<file path="src/p3g_pkg.sv">
// Shared constants and types for the port 3 GPIO block
`default_nettype none
package p3g_pkg;
  localparam int P3G_AW = 18;
  // Register indices; byte address is four times the index
  localparam logic [15:0] P3G_IDX_OD_SELECT = 16'hF1C6;
  localparam logic [15:0] P3G_IDX_DATA_LATCH = 16'hFFC4;
  localparam logic [15:0] P3G_IDX_DIRECTION = 16'hFFC6;
  localparam logic [15:0] P3G_RST_OD_SELECT = 16'h0000;
  localparam logic [15:0] P3G_RST_DATA_LATCH = 16'h0000;
  localparam logic [15:0] P3G_RST_DIRECTION = 16'h0000;
  // Lines 15, 14 and 12 have no open-drain bit
  localparam logic [15:0] P3G_OD_IMPL_MASK = 16'h2FFF;
  localparam int P3G_LINE_STROBE = 12;
  localparam int P3G_LINE_NOPIN = 14;
  localparam int P3G_LINE_SYSTEM_CLOCK_OUTPUT = 15;
  localparam logic [1:0] P3G_RESP_OKAY = 2'h0;
  localparam logic [1:0] P3G_RESP_SLVERR = 2'h2;
  localparam logic [15:0] P3G_ZERO16 = 16'h0000;
  localparam logic [31:0] P3G_ZERO32 = 32'h00000000;

  typedef struct packed {
    logic [15:0] level;
    logic [15:0] enable;
  } p3g_pins_s;

  typedef enum logic [0:0] {
    P3G_WR_COLLECT = 1'b0,
    P3G_WR_RESPOND = 1'b1
  } p3g_wr_state_e;
endpackage : p3g_pkg
`default_nettype wire

</file>
<file path="src/p3g_port.sv">
// Port 3 GPIO with alternate-function pin mux and AXI4-Lite registers
//
// Overview of operation
// - Direction 0 floats the line, 1 drives.
// - Open-drain bit selects push-pull or pull-low only.
// - Lines 15, 14, 12 have no open-drain.
// - Latch bit 14 drives no pin.
// - Latch, direction, open-drain reset to zero.
// - Alternate inputs come from sampled input latch.
// - Alternate output ANDed with data latch.
// - Unused alternate outputs rest high.
// - Lines 0,2,4,5,6,7 carry alternate inputs.
// - Lines 1,3,10,12,15 carry alternate outputs.
// - Lines 8,9,11,13 are bidirectional serial lines.
// - Clock output enable forces line 15 driver.
// - Line 12 carries strobe straight after reset.
// - Strobe disabled returns line 12 to GPIO.
// - Active strobe forces line 12 driver on.
// - Bus hold returns line 12 to GPIO.
//
// The AXI4-Lite slave port was decided locally.
`timescale 1ns/1ns
`default_nettype none
module p3g_port (
  input wire logic sys_clk,
  input wire logic rst,
  input wire logic [p3g_pkg::P3G_AW-1:0] s_axi_awaddr,
  input wire logic s_axi_awvalid,
  output logic s_axi_awready,
  input wire logic [31:0] s_axi_wdata,
  input wire logic [3:0] s_axi_wstrb,
  input wire logic s_axi_wvalid,
  output logic s_axi_wready,
  output logic [1:0] s_axi_bresp,
  output logic s_axi_bvalid,
  input wire logic s_axi_bready,
  input wire logic [p3g_pkg::P3G_AW-1:0] s_axi_araddr,
  input wire logic s_axi_arvalid,
  output logic s_axi_arready,
  output logic [31:0] s_axi_rdata,
  output logic [1:0] s_axi_rresp,
  output logic s_axi_rvalid,
  input wire logic s_axi_rready,
  input wire logic [15:0] pinIn,
  output p3g_pkg::p3g_pins_s pinDrive,
  input wire logic [15:0] altOut,
  output logic [15:0] altIn,
  input wire logic clockOutEnable,
  input wire logic byteHighDisable,
  input wire logic writeStrobeConfig,
  input wire logic busHold
);
  import p3g_pkg::*;

  logic [15:0] dataReg, dataNext;
  logic [15:0] dirReg, dirNext;
  logic [15:0] odReg, odNext;
  p3g_wr_state_e wrStateReg, wrStateNext;
  logic awHeldReg, awHeldNext;
  logic wHeldReg, wHeldNext;
  logic [15:0] awIdxReg, awIdxNext;
  logic [31:0] wDataReg, wDataNext;
  logic [3:0] wStrbReg, wStrbNext;
  logic awReadyReg, awReadyNext;
  logic wReadyReg, wReadyNext;
  logic bValidReg, bValidNext;
  logic [1:0] bRespReg, bRespNext;
  logic arReadyReg, arReadyNext;
  logic rValidReg, rValidNext;
  logic [31:0] rDataReg, rDataNext;
  logic [1:0] rRespReg, rRespNext;
  logic [15:0] syncOneReg, syncTwoReg, syncThreeReg;
  logic [15:0] inLatchReg, inLatchNext;
  p3g_pins_s pinReg, pinNext;
  logic strobeActive;

  function automatic logic [15:0] mergeBytes(input logic [15:0] old,
      input logic [31:0] data, input logic [3:0] strb);
    logic [15:0] res;
    res = old;
    if (strb[0]) begin
      res[7:0] = data[7:0];
    end
    if (strb[1]) begin
      res[15:8] = data[15:8];
    end
    return res;
  endfunction : mergeBytes

  // Register bus: write and read channels
  always_comb begin
    logic [15:0] idx;
    logic [31:0] wd;
    logic [3:0] ws;
    logic awHave, wHave;
    idx = awIdxReg;
    wd = wDataReg;
    ws = wStrbReg;
    awHave = awHeldReg;
    wHave = wHeldReg;
    dataNext = dataReg;
    dirNext = dirReg;
    odNext = odReg;
    wrStateNext = wrStateReg;
    awHeldNext = awHeldReg;
    wHeldNext = wHeldReg;
    awIdxNext = awIdxReg;
    wDataNext = wDataReg;
    wStrbNext = wStrbReg;
    bValidNext = bValidReg;
    bRespNext = bRespReg;
    arReadyNext = arReadyReg;
    rValidNext = rValidReg;
    rDataNext = rDataReg;
    rRespNext = rRespReg;
    if (s_axi_awvalid && awReadyReg) begin
      idx = s_axi_awaddr[P3G_AW-1:2];
      awHave = 1'b1;
    end
    if (s_axi_wvalid && wReadyReg) begin
      wd = s_axi_wdata;
      ws = s_axi_wstrb;
      wHave = 1'b1;
    end
    case (wrStateReg)
      P3G_WR_COLLECT: begin
        awHeldNext = awHave;
        wHeldNext = wHave;
        awIdxNext = idx;
        wDataNext = wd;
        wStrbNext = ws;
        if (awHave && wHave) begin
          // Stored now, so the pins follow at this same edge
          bRespNext = P3G_RESP_OKAY;
          case (idx)
            P3G_IDX_DATA_LATCH: dataNext = mergeBytes(dataReg, wd, ws);
            P3G_IDX_DIRECTION: dirNext = mergeBytes(dirReg, wd, ws);
            P3G_IDX_OD_SELECT: odNext =
                mergeBytes(odReg, wd, ws) & P3G_OD_IMPL_MASK;
            default: bRespNext = P3G_RESP_SLVERR;
          endcase
          awHeldNext = 1'b0;
          wHeldNext = 1'b0;
          bValidNext = 1'b1;
          wrStateNext = P3G_WR_RESPOND;
        end
      end
      P3G_WR_RESPOND: begin
        if (s_axi_bready) begin
          bValidNext = 1'b0;
          wrStateNext = P3G_WR_COLLECT;
        end
      end
      default: wrStateNext = P3G_WR_COLLECT;
    endcase
    awReadyNext = (wrStateNext == P3G_WR_COLLECT) && !awHeldNext;
    wReadyNext = (wrStateNext == P3G_WR_COLLECT) && !wHeldNext;
    if (s_axi_arvalid && arReadyReg) begin
      arReadyNext = 1'b0;
      rValidNext = 1'b1;
      rRespNext = P3G_RESP_OKAY;
      case (s_axi_araddr[P3G_AW-1:2])
        P3G_IDX_DATA_LATCH: rDataNext = {P3G_ZERO16, dataReg};
        P3G_IDX_DIRECTION: rDataNext = {P3G_ZERO16, dirReg};
        P3G_IDX_OD_SELECT: rDataNext = {P3G_ZERO16, odReg};
        default: begin
          rDataNext = P3G_ZERO32;
          rRespNext = P3G_RESP_SLVERR;
        end
      endcase
    end else if (rValidReg && s_axi_rready) begin
      rValidNext = 1'b0;
      arReadyNext = 1'b1;
    end
  end

  always_ff @(posedge sys_clk) begin
    if (rst) begin
      dataReg <= P3G_RST_DATA_LATCH;
      dirReg <= P3G_RST_DIRECTION;
      odReg <= P3G_RST_OD_SELECT;
      wrStateReg <= P3G_WR_COLLECT;
      awHeldReg <= 1'b0;
      wHeldReg <= 1'b0;
      awIdxReg <= P3G_ZERO16;
      wDataReg <= P3G_ZERO32;
      wStrbReg <= 4'h0;
      awReadyReg <= 1'b0;
      wReadyReg <= 1'b0;
      bValidReg <= 1'b0;
      bRespReg <= P3G_RESP_OKAY;
      arReadyReg <= 1'b1;
      rValidReg <= 1'b0;
      rDataReg <= P3G_ZERO32;
      rRespReg <= P3G_RESP_OKAY;
    end else begin
      dataReg <= dataNext;
      dirReg <= dirNext;
      odReg <= odNext;
      wrStateReg <= wrStateNext;
      awHeldReg <= awHeldNext;
      wHeldReg <= wHeldNext;
      awIdxReg <= awIdxNext;
      wDataReg <= wDataNext;
      wStrbReg <= wStrbNext;
      awReadyReg <= awReadyNext;
      wReadyReg <= wReadyNext;
      bValidReg <= bValidNext;
      bRespReg <= bRespNext;
      arReadyReg <= arReadyNext;
      rValidReg <= rValidNext;
      rDataReg <= rDataNext;
      rRespReg <= rRespNext;
    end
  end

  assign s_axi_awready = awReadyReg;
  assign s_axi_wready = wReadyReg;
  assign s_axi_bvalid = bValidReg;
  assign s_axi_bresp = bRespReg;
  assign s_axi_arready = arReadyReg;
  assign s_axi_rvalid = rValidReg;
  assign s_axi_rdata = rDataReg;
  assign s_axi_rresp = rRespReg;

  // Pin input sampling; filter passes a bit once stages agree
  always_comb begin
    for (int i = 0; i < 16; i++) begin
      inLatchNext[i] = (syncTwoReg[i] == syncThreeReg[i]) ?
          syncThreeReg[i] : inLatchReg[i];
    end
  end

  always_ff @(posedge sys_clk) begin
    if (rst) begin
      syncOneReg <= P3G_ZERO16;
      syncTwoReg <= P3G_ZERO16;
      syncThreeReg <= P3G_ZERO16;
      inLatchReg <= P3G_ZERO16;
    end else begin
      syncOneReg <= pinIn;
      syncTwoReg <= syncOneReg;
      syncThreeReg <= syncTwoReg;
      inLatchReg <= inLatchNext;
    end
  end

  // Every peripheral sees the filtered latch; lines 0,2,4-7 input
  // only, lines 8,9,11,13 bidirectional
  assign altIn = inLatchReg;

  // Strobe selected by start-up straps unless bus hold
  assign strobeActive = (!byteHighDisable || writeStrobeConfig) &&
      !busHold;

  // Pin drivers, computed from next register values
  always_comb begin
    logic [15:0] lvl, en, od;
    // Idle alternates sit high, so latch alone rules the line
    lvl = dataNext & altOut;
    en = dirNext;
    od = odNext & P3G_OD_IMPL_MASK;
    if (clockOutEnable) begin
      lvl[P3G_LINE_SYSTEM_CLOCK_OUTPUT] = altOut[P3G_LINE_SYSTEM_CLOCK_OUTPUT];
      en[P3G_LINE_SYSTEM_CLOCK_OUTPUT] = 1'b1;
    end
    if (strobeActive) begin
      // Latch is zero after reset, so strobe bypasses it
      lvl[P3G_LINE_STROBE] = altOut[P3G_LINE_STROBE];
      en[P3G_LINE_STROBE] = 1'b1;
    end
    for (int i = 0; i < 16; i++) begin
      if (od[i]) begin
        en[i] = en[i] && !lvl[i];
        lvl[i] = 1'b0;
      end
    end
    en[P3G_LINE_NOPIN] = 1'b0;
    lvl[P3G_LINE_NOPIN] = 1'b0;
    pinNext.level = lvl;
    pinNext.enable = en;
  end

  always_ff @(posedge sys_clk) begin
    if (rst) begin
      pinReg <= '{level: P3G_ZERO16, enable: P3G_ZERO16};
    end else begin
      pinReg <= pinNext;
    end
  end

  assign pinDrive = pinReg;

  property p_reset_zero;
    @(posedge sys_clk) $fell(rst) |->
      dataReg == P3G_ZERO16 && dirReg == P3G_ZERO16 && odReg == P3G_ZERO16;
  endproperty
  a_reset_zero: assert property (p_reset_zero)
    else $error("registers not zero after reset");
  property p_input_floats;
    @(posedge sys_clk) disable iff (rst)
      !dirNext[0] |=> !pinDrive.enable[0];
  endproperty
  a_input_floats: assert property (p_input_floats)
    else $error("line 0 driven while direction is input");
  property p_open_drain_low;
    @(posedge sys_clk) disable iff (rst)
      odNext[3] |=> !pinDrive.level[3];
  endproperty
  a_open_drain_low: assert property (p_open_drain_low)
    else $error("open-drain line drives high");
  property p_no_od_bits;
    @(posedge sys_clk) disable iff (rst)
      odReg[15] == 1'b0 && odReg[14] == 1'b0 && odReg[12] == 1'b0;
  endproperty
  a_no_od_bits: assert property (p_no_od_bits)
    else $error("unimplemented open-drain bit set");
  property p_no_pin_14;
    @(posedge sys_clk) disable iff (rst)
      !pinDrive.enable[14] && !pinDrive.level[14];
  endproperty
  a_no_pin_14: assert property (p_no_pin_14)
    else $error("line 14 driven");
  property p_filter;
    @(posedge sys_clk) disable iff (rst)
      syncTwoReg[2] == syncThreeReg[2] |=>
        inLatchReg[2] == $past(syncThreeReg[2]);
  endproperty
  a_filter: assert property (p_filter)
    else $error("input latch missed agreed sample");
  property p_alt_and;
    @(posedge sys_clk) disable iff (rst)
      dirNext[1] && !odNext[1] |=>
        pinDrive.enable[1] &&
        pinDrive.level[1] == $past(dataNext[1] & altOut[1]);
  endproperty
  a_alt_and: assert property (p_alt_and)
    else $error("line 1 not latch AND alternate");
  property p_system_clock_output_driver;
    @(posedge sys_clk) disable iff (rst)
      clockOutEnable |=> pinDrive.enable[15];
  endproperty
  a_system_clock_output_driver: assert property (p_system_clock_output_driver)
    else $error("clock output driver off");
  property p_strobe_driver;
    @(posedge sys_clk) disable iff (rst)
      strobeActive |=> pinDrive.enable[12] &&
        pinDrive.level[12] == $past(altOut[12]);
  endproperty
  a_strobe_driver: assert property (p_strobe_driver)
    else $error("strobe line not driven");
  property p_hold_gpio;
    @(posedge sys_clk) disable iff (rst)
      busHold && !clockOutEnable |=>
        pinDrive.enable[12] == $past(dirNext[12]);
  endproperty
  a_hold_gpio: assert property (p_hold_gpio)
    else $error("line 12 not GPIO in bus hold");
  property p_write_to_pin;
    @(posedge sys_clk) disable iff (rst)
      wrStateReg == P3G_WR_COLLECT && wrStateNext == P3G_WR_RESPOND
        |=> s_axi_bvalid && dirReg == $past(dirNext);
  endproperty
  a_write_to_pin: assert property (p_write_to_pin)
    else $error("write not stored with response");
endmodule : p3g_port
`default_nettype wire

</file>
<file path="config.mk">
export PLATFORM = sky130hd
export DESIGN_NAME = p3g_port
export DESIGN_NICKNAME = d
export VERILOG_FILES = /design/src/p3g_pkg.sv /design/src/p3g_port.sv
export SDC_FILE = /design/constraint.sdc
export NUM_CORES = 1
export LEC_CHECK = 0
export ABC_AREA = 1
export BUFFER_PORTS_ARGS = -buffer_cell sky130_fd_sc_hd__buf_4
export CORE_MARGIN = 2
export CORE_UTILIZATION = 56
export DETAILED_ROUTE_END_ITERATION = 7
export MAX_ROUTING_LAYER = met4
export PLACE_DENSITY = 0.83
export REMOVE_ABC_BUFFERS = 1
export SETUP_SLACK_MARGIN = 0.5
export SLEW_MARGIN = 20
export SYNTH_ARGS = -nofsm -noshare
export SYNTH_HDL_FRONTEND = slang
export SYNTH_SLANG_ARGS = --single-unit
</file>
<file path="constraint.sdc">
create_clock -name sys_clk -period 4.3 [get_ports sys_clk]
set_input_delay 0.215 -clock sys_clk [delete_from_list [all_inputs] [get_ports sys_clk]]
set_output_delay 0.215 -clock sys_clk [all_outputs]
set_load 0.01 [all_outputs]
</file>
==> metrics.txt, run 1 <==
status finished clean; post-DR vias/cell 4.995; root buf cell clkbuf_16; Hold Path Origin altOut[10]; Num CTS Buffers 17; total negative slack 0 ps; CP Data Arrival Time 3590 ps; Synth Warn # 0; Longest Clk Path Bufs 2; FF-to-FF path depth 13; CP startpoint s_axi_awready; # Post-CTS Setup Buffers 0; Initial Util 56.88%; DRT iter0 DRCs 553; Critical Path Source Type register; synth top area cells dfxtp_1, nand2_1, inv_1; PD cells 400.1 nW/um2; Hold-fix buffers, CTS 18; final net count 1415; worst hold-check path type in2reg; CTS H-tree depth 4; Final WS setup 1040 ps; number of fill cells in the layout 1213; largest net degree at the start of global routing 64; Net Sw Frac 27.36%; Syn Inst Count 1144; FMAX 306.8 MHz; FF-to-FF Start s_axi_awready; Placer Congestion 0.8350; Area Overhead vs Synth 23.75%; area of the multi-input gates 3214 um2; post-synth top area cell dfxtp_1; Buffers on Ports 160; IO Count 204; Seq/Total Area, Yosys 48.56%; Critical Path RT 4630 ps; Setup crit end kind register; GRT overflow 0; Synth Area per Inst 7.171 um2; final setup vio count 0; # clock sinks 199; CP Max Fanout 27; worst r2r dst pinDrive[4]; CP Class reg2reg; Antenna Nets Post-Route 0; hold path cells 3; Slew headroom 34.56%; Die ar. 15640 um2; reg2reg setup slack 1040 ps; Netlist Area Pre-Place 8204 um2; Total GRT Usage 25.96%; RSZ-0062 raised after global routing no; maximum VDD drop 0.2833 mV; via count 7477; fin crit period 3260 ps; worst-case clock skew 10.07 ps; Detail Placement HPWL 12660 um; Combinational Power Share 12.6%; Slew Limit Fails 0; first-pass GRT wire length 32320 um; Die Width 125.0 um; Worst-path clk slew 70 ps; final instance area 10150 um2; initial antenna violation count 0; post-CTS resize count 0; Row Count 44; LEAKAGE 0.005051 uW; post-synthesis register bit count 199; fraction of layout cells with a size suffix above 1 17.21%; cell internal pwr 2950 uW; register share of total power 48.7%; final hold violations 0; Placeable Area 14420 um2; measured slew at the worst slew-check pin 981.0 ps; fin util 70.39%; vias in the first global route 6945; Clk pwr share 38.7%; Yosys top cell area share 48.56%; CTS tree done; Worst Setup EP pinDrive[4]; DR pass1 iterations 6; clock latency at the later pin of the worst-skew pair 430 ps; Yosys cell types 29; Storage cell area 3984 um2; dpl ws 1074 ps; most common cell after layout, fill and taps aside nand2_1; number of diodes 0; post-DR wirelength/cell 13.02 um; period utilisation layout 75.80%; most frequent cells in the layout nand2_1, dfxtp_1, inv_1, nor2_1, buf_4; DP Area 9380 um2; # DRC 0; height of the die 125.0 um; final wirelength 19490 um; sw power 1111 uW; max cap viols 0
==> sequential cells by signal (all words and copies together), names as in the netlist, named ones only <==
signal,flops
altIn,16
awHeldReg,1
awIdxReg,16
dataReg,15
dirReg,16
odReg,13
pinDrive,30
s_axi_arready,1
s_axi_awready,1
s_axi_bresp,1
s_axi_bvalid,1
s_axi_rdata,16
s_axi_rresp,1
s_axi_rvalid,1
s_axi_wready,1
syncOneReg,16
syncThreeReg,16
syncTwoReg,16
wDataReg,16
wHeldReg,1
wStrbReg,2
wrStateReg,1
==> worst max-delay path, stage by stage, from the launching register on <==
cell	delay (ps)
dfxtp_1	810
nand2_2	500
nand2_1	170
nand2_1	80
inv_1	70
nand2_1	50
nor2_1	190
nand2_2	130
nor2_4	440
nand2_2	260
nand2_1	130
nand2_1	100
nor2_1	150
nor2_1	50
==> power groups by stage <==
stage          Clock [uW]  Combinational, uW  Sequential (uW)
6_report             1570                511             1980
3_3_place_gp            0                475             2020
4_1_cts              1600                509             1980
3_5_place_dp            0                491             2020
5_1_grt              1680                582             1990
2_1_floorplan           0                295             2020
==> logic make-up after synthesis <==
kind of cell	Yosys count	share of synthesized area (%)
AND/OR/NAND/NOR	540	27.60
buffers and inverters	253	13.13
flip-flops	199	48.56
AO/OA/AOI/OAI	141	9.440
multiplexers	10	1.220
other	1	0.04571
==> per-stage QoR <==
step                      instances  hold slack, ps  total power (uW)
final                          1497           33.42              4062
after global routing           1497           15.79              4251
after CTS                      1497           20.11              4085
after detailed placement       1447           394.4              2510
after global placement         1447           389.2              2491
after floorplan                1096           283.3              2316
==> synth_stat cells <==
cell,number
a21oi_1,60
a21oi_2,1
and2_0,1
buf_1,7
buf_2,9
buf_4,23
buf_6,4
clkbuf_1,24
clkinv_1,2
conb_1,1
dfxtp_1,199
inv_1,181
inv_2,3
mux2i_1,10
nand2_1,260
nand2_2,4
nand3_1,77
nand3_2,12
nand3b_1,2
nand4_1,3
nor2_1,170
nor2_2,4
nor2_4,3
nor3_1,3
o211ai_1,25
o21ai_0,47
o21ai_1,6
o22ai_1,2
or2_2,1
==> routing by layer <==
layer	track usage, %	vias up	routed length, um
met5	-	-	0
met2	42.71	279	9421
li1	-	3791	-
met1	31.82	3374	8299
met3	5.263	33	1402
met4	9.281	0	363
==> area by class of cell <==
class | instances | share of cell area (%)
Sequential cell | 199 | 39.24
Multi-Input combinational cell | 711 | 31.66
Timing Repair Buffer | 185 | 14.12
Inverter | 186 | 6.877
Clock buffer | 18 | 4.227
Tap cell | 184 | 2.268
Clock inverter | 14 | 1.602
==> how the worst min path moves through the flow <==
stage,to
floorplan,dirReg[8]
global placement,syncTwoReg[14]
detailed placement,syncTwoReg[9]
CTS,pinDrive[26]
global route,pinDrive[26]
finish,pinDrive[26]
Power figures use the tool's default switching activity.
==> inputs of run 2 (changes only) <==
Settings changed: CORE_UTILIZATION 56 to 53, PLACE_DENSITY 0.83 to 0.79.
Clock period 4.3 ns to 3.1 ns, I/O delays scaled along.
==> run 2 against run 1 <==
Against the previous run:
- first-iteration DRC count down 12%
- total power up 38%
- clock skew down 1.2 ps
- non-clock buffer count up 16
- design area up 1.4%
- clock-buffer cell count up 3
- maximum frequency up 40%
- highest routed layer unchanged
- global-route usage down 1.5 points
- die area up 5.5%
- critical path type unchanged
- largest cell class unchanged
- critical endpoint is now pinDrive[6]
- largest power group unchanged
- clock power up 35%
- sequential share of layout area down 0.54 points
- hold slack worse by 17 ps
==> metrics.txt, run 2 (synthesis results as in run 1) <==
status finished clean; post-DR vias/cell 4.918; PD cells 543.2 nW/um2; Hold Path Origin altOut[5]; initial antenna violation count 0; fraction of layout cells with a size suffix above 1 17.47%; final net count 1431; LEAKAGE 0.005114 uW; max cap viols 0; Critical Path Source Type register; final wirelength 19390 um; # DRC 0; number of fill cells in the layout 1308; largest net degree at the start of global routing 65; Die Width 128.4 um; most common cell after layout, fill and taps aside nand2_1; Row Count 45; Num CTS Buffers 17; worst-case clock skew 8.857 ps; CTS H-tree depth 4; fin util 67.96%; # clock sinks 199; Initial Util 54.17%; Worst-path clk slew 70 ps; CP Data Arrival Time 2640 ps; CP Max Fanout 27; first-pass GRT wire length 31160 um; Area Overhead vs Synth 25.47%; Storage cell area 3984 um2; Placer Congestion 0.8439; Antenna Nets Post-Route 0; height of the die 128.4 um; area of the multi-input gates 3232 um2; number of diodes 0; via count 7455; Placeable Area 15150 um2; CP Class reg2reg; total negative slack 0 ps; FMAX 430.5 MHz; measured slew at the worst slew-check pin 921.0 ps; Longest Clk Path Bufs 2; most frequent cells in the layout nand2_1, dfxtp_1, inv_1, buf_4, nor2_1; WHS 16.87 ps; Total GRT Usage 24.45%; vias in the first global route 6725; Buffers on Ports 160; period utilisation layout 74.92%; CP startpoint s_axi_awready; FF-to-FF Start s_axi_awready; final setup vio count 0; IO Count 204; maximum VDD drop 0.3793 mV; root buf cell clkbuf_16; max reg flops 30; post-DR wirelength/cell 12.79 um; Slew Limit Fails 0; clock latency at the later pin of the worst-skew pair 420 ps; DR pass1 iterations 5; GRT overflow 0; worst hold-check path type in2reg; CTS tree done; Setup crit end kind register; final hold violations 0; DRT iter0 DRCs 489; Slew headroom 38.60%; RSZ-0062 raised after global routing no; Critical Path RT 3420 ps; fin crit period 2323 ps; Detail Placement HPWL 12510 um; Die ar. 16490 um2
run 2: cell count changes in the layout (fill, tap and decap cells not counted), sizes merged:
cell and change:
clkinv -3, dlygate4sd3 +10, buf +6, inv -3
clkinvlp +2, clkbuf +3
run 2: final cells by class:
class,instances,share of cell area (%)
clock inverter,10,0.9238
multi-input combinational,711,31.40
timing repair buffer,201,15.34
sequential,199,38.70
inverter,186,6.783
clock buffer,21,4.570
tap,188,2.285
run 2: through the flow:
step | cell area (um2) | total power (uW) | setup slack, ps | instances
after global routing | 10290 | 5840 | 589.3 | 1516
final | 10290 | 5592 | 777.3 | 1516
after global placement | 9430 | 3467 | 568.9 | 1457
after floorplan | 7896 | 3212 | 499.7 | 1096
after detailed placement | 9430 | 3489 | 530.8 | 1457
after CTS | 10280 | 5620 | 626.4 | 1516
run 2: path summary, 6_finish.rpt:
kind	end	cells after the start	slack [ps]
worst max register to register	pinDrive[6]	11	780
worst min-delay path	pinDrive[21]	3	20
worst min register to register	syncTwoReg[2]	2	400
worst max-delay path	pinDrive[6]	11	780
run 2: report_power, final:
part / internal (uW) / switching (uW)
Sequential: 2680 / 56.5
Combinational: 287 / 452
Clock: 1170 / 948
run 2: routing by layer:
| layer | GRT usage [%] | vias up | routed length, um |
|---|---|---|---|
| li1 | - | 3816 | - |
| met2 | 40.02 | 237 | 9219 |
| met1 | 30.08 | 3379 | 8670 |
| met3 | 5.239 | 23 | 1262 |
| met4 | 8.339 | 0 | 239 |
| met5 | - | - | 0 |
run 2: worst max-delay path: stages, from the launching register on:
cell and delay [ps]:
dfxtp_1 380, nand2_4 190, nand2_1 130, nand2_1 90
nor2_2 130, inv_2 100, nor2_4 390, nand3_2 340
nand2_1 170, nand3_1 110, nor2_1 130, nor2_1 50
run 2: what timing repair did:
action / CTS / global route
setup buffers: 0 / 0
endpoints found under the hold margin: 28 / 0
hold buffers: 28 / 0
gates resized for setup: 0 / 4
setup endpoints to repair: 0 / 30
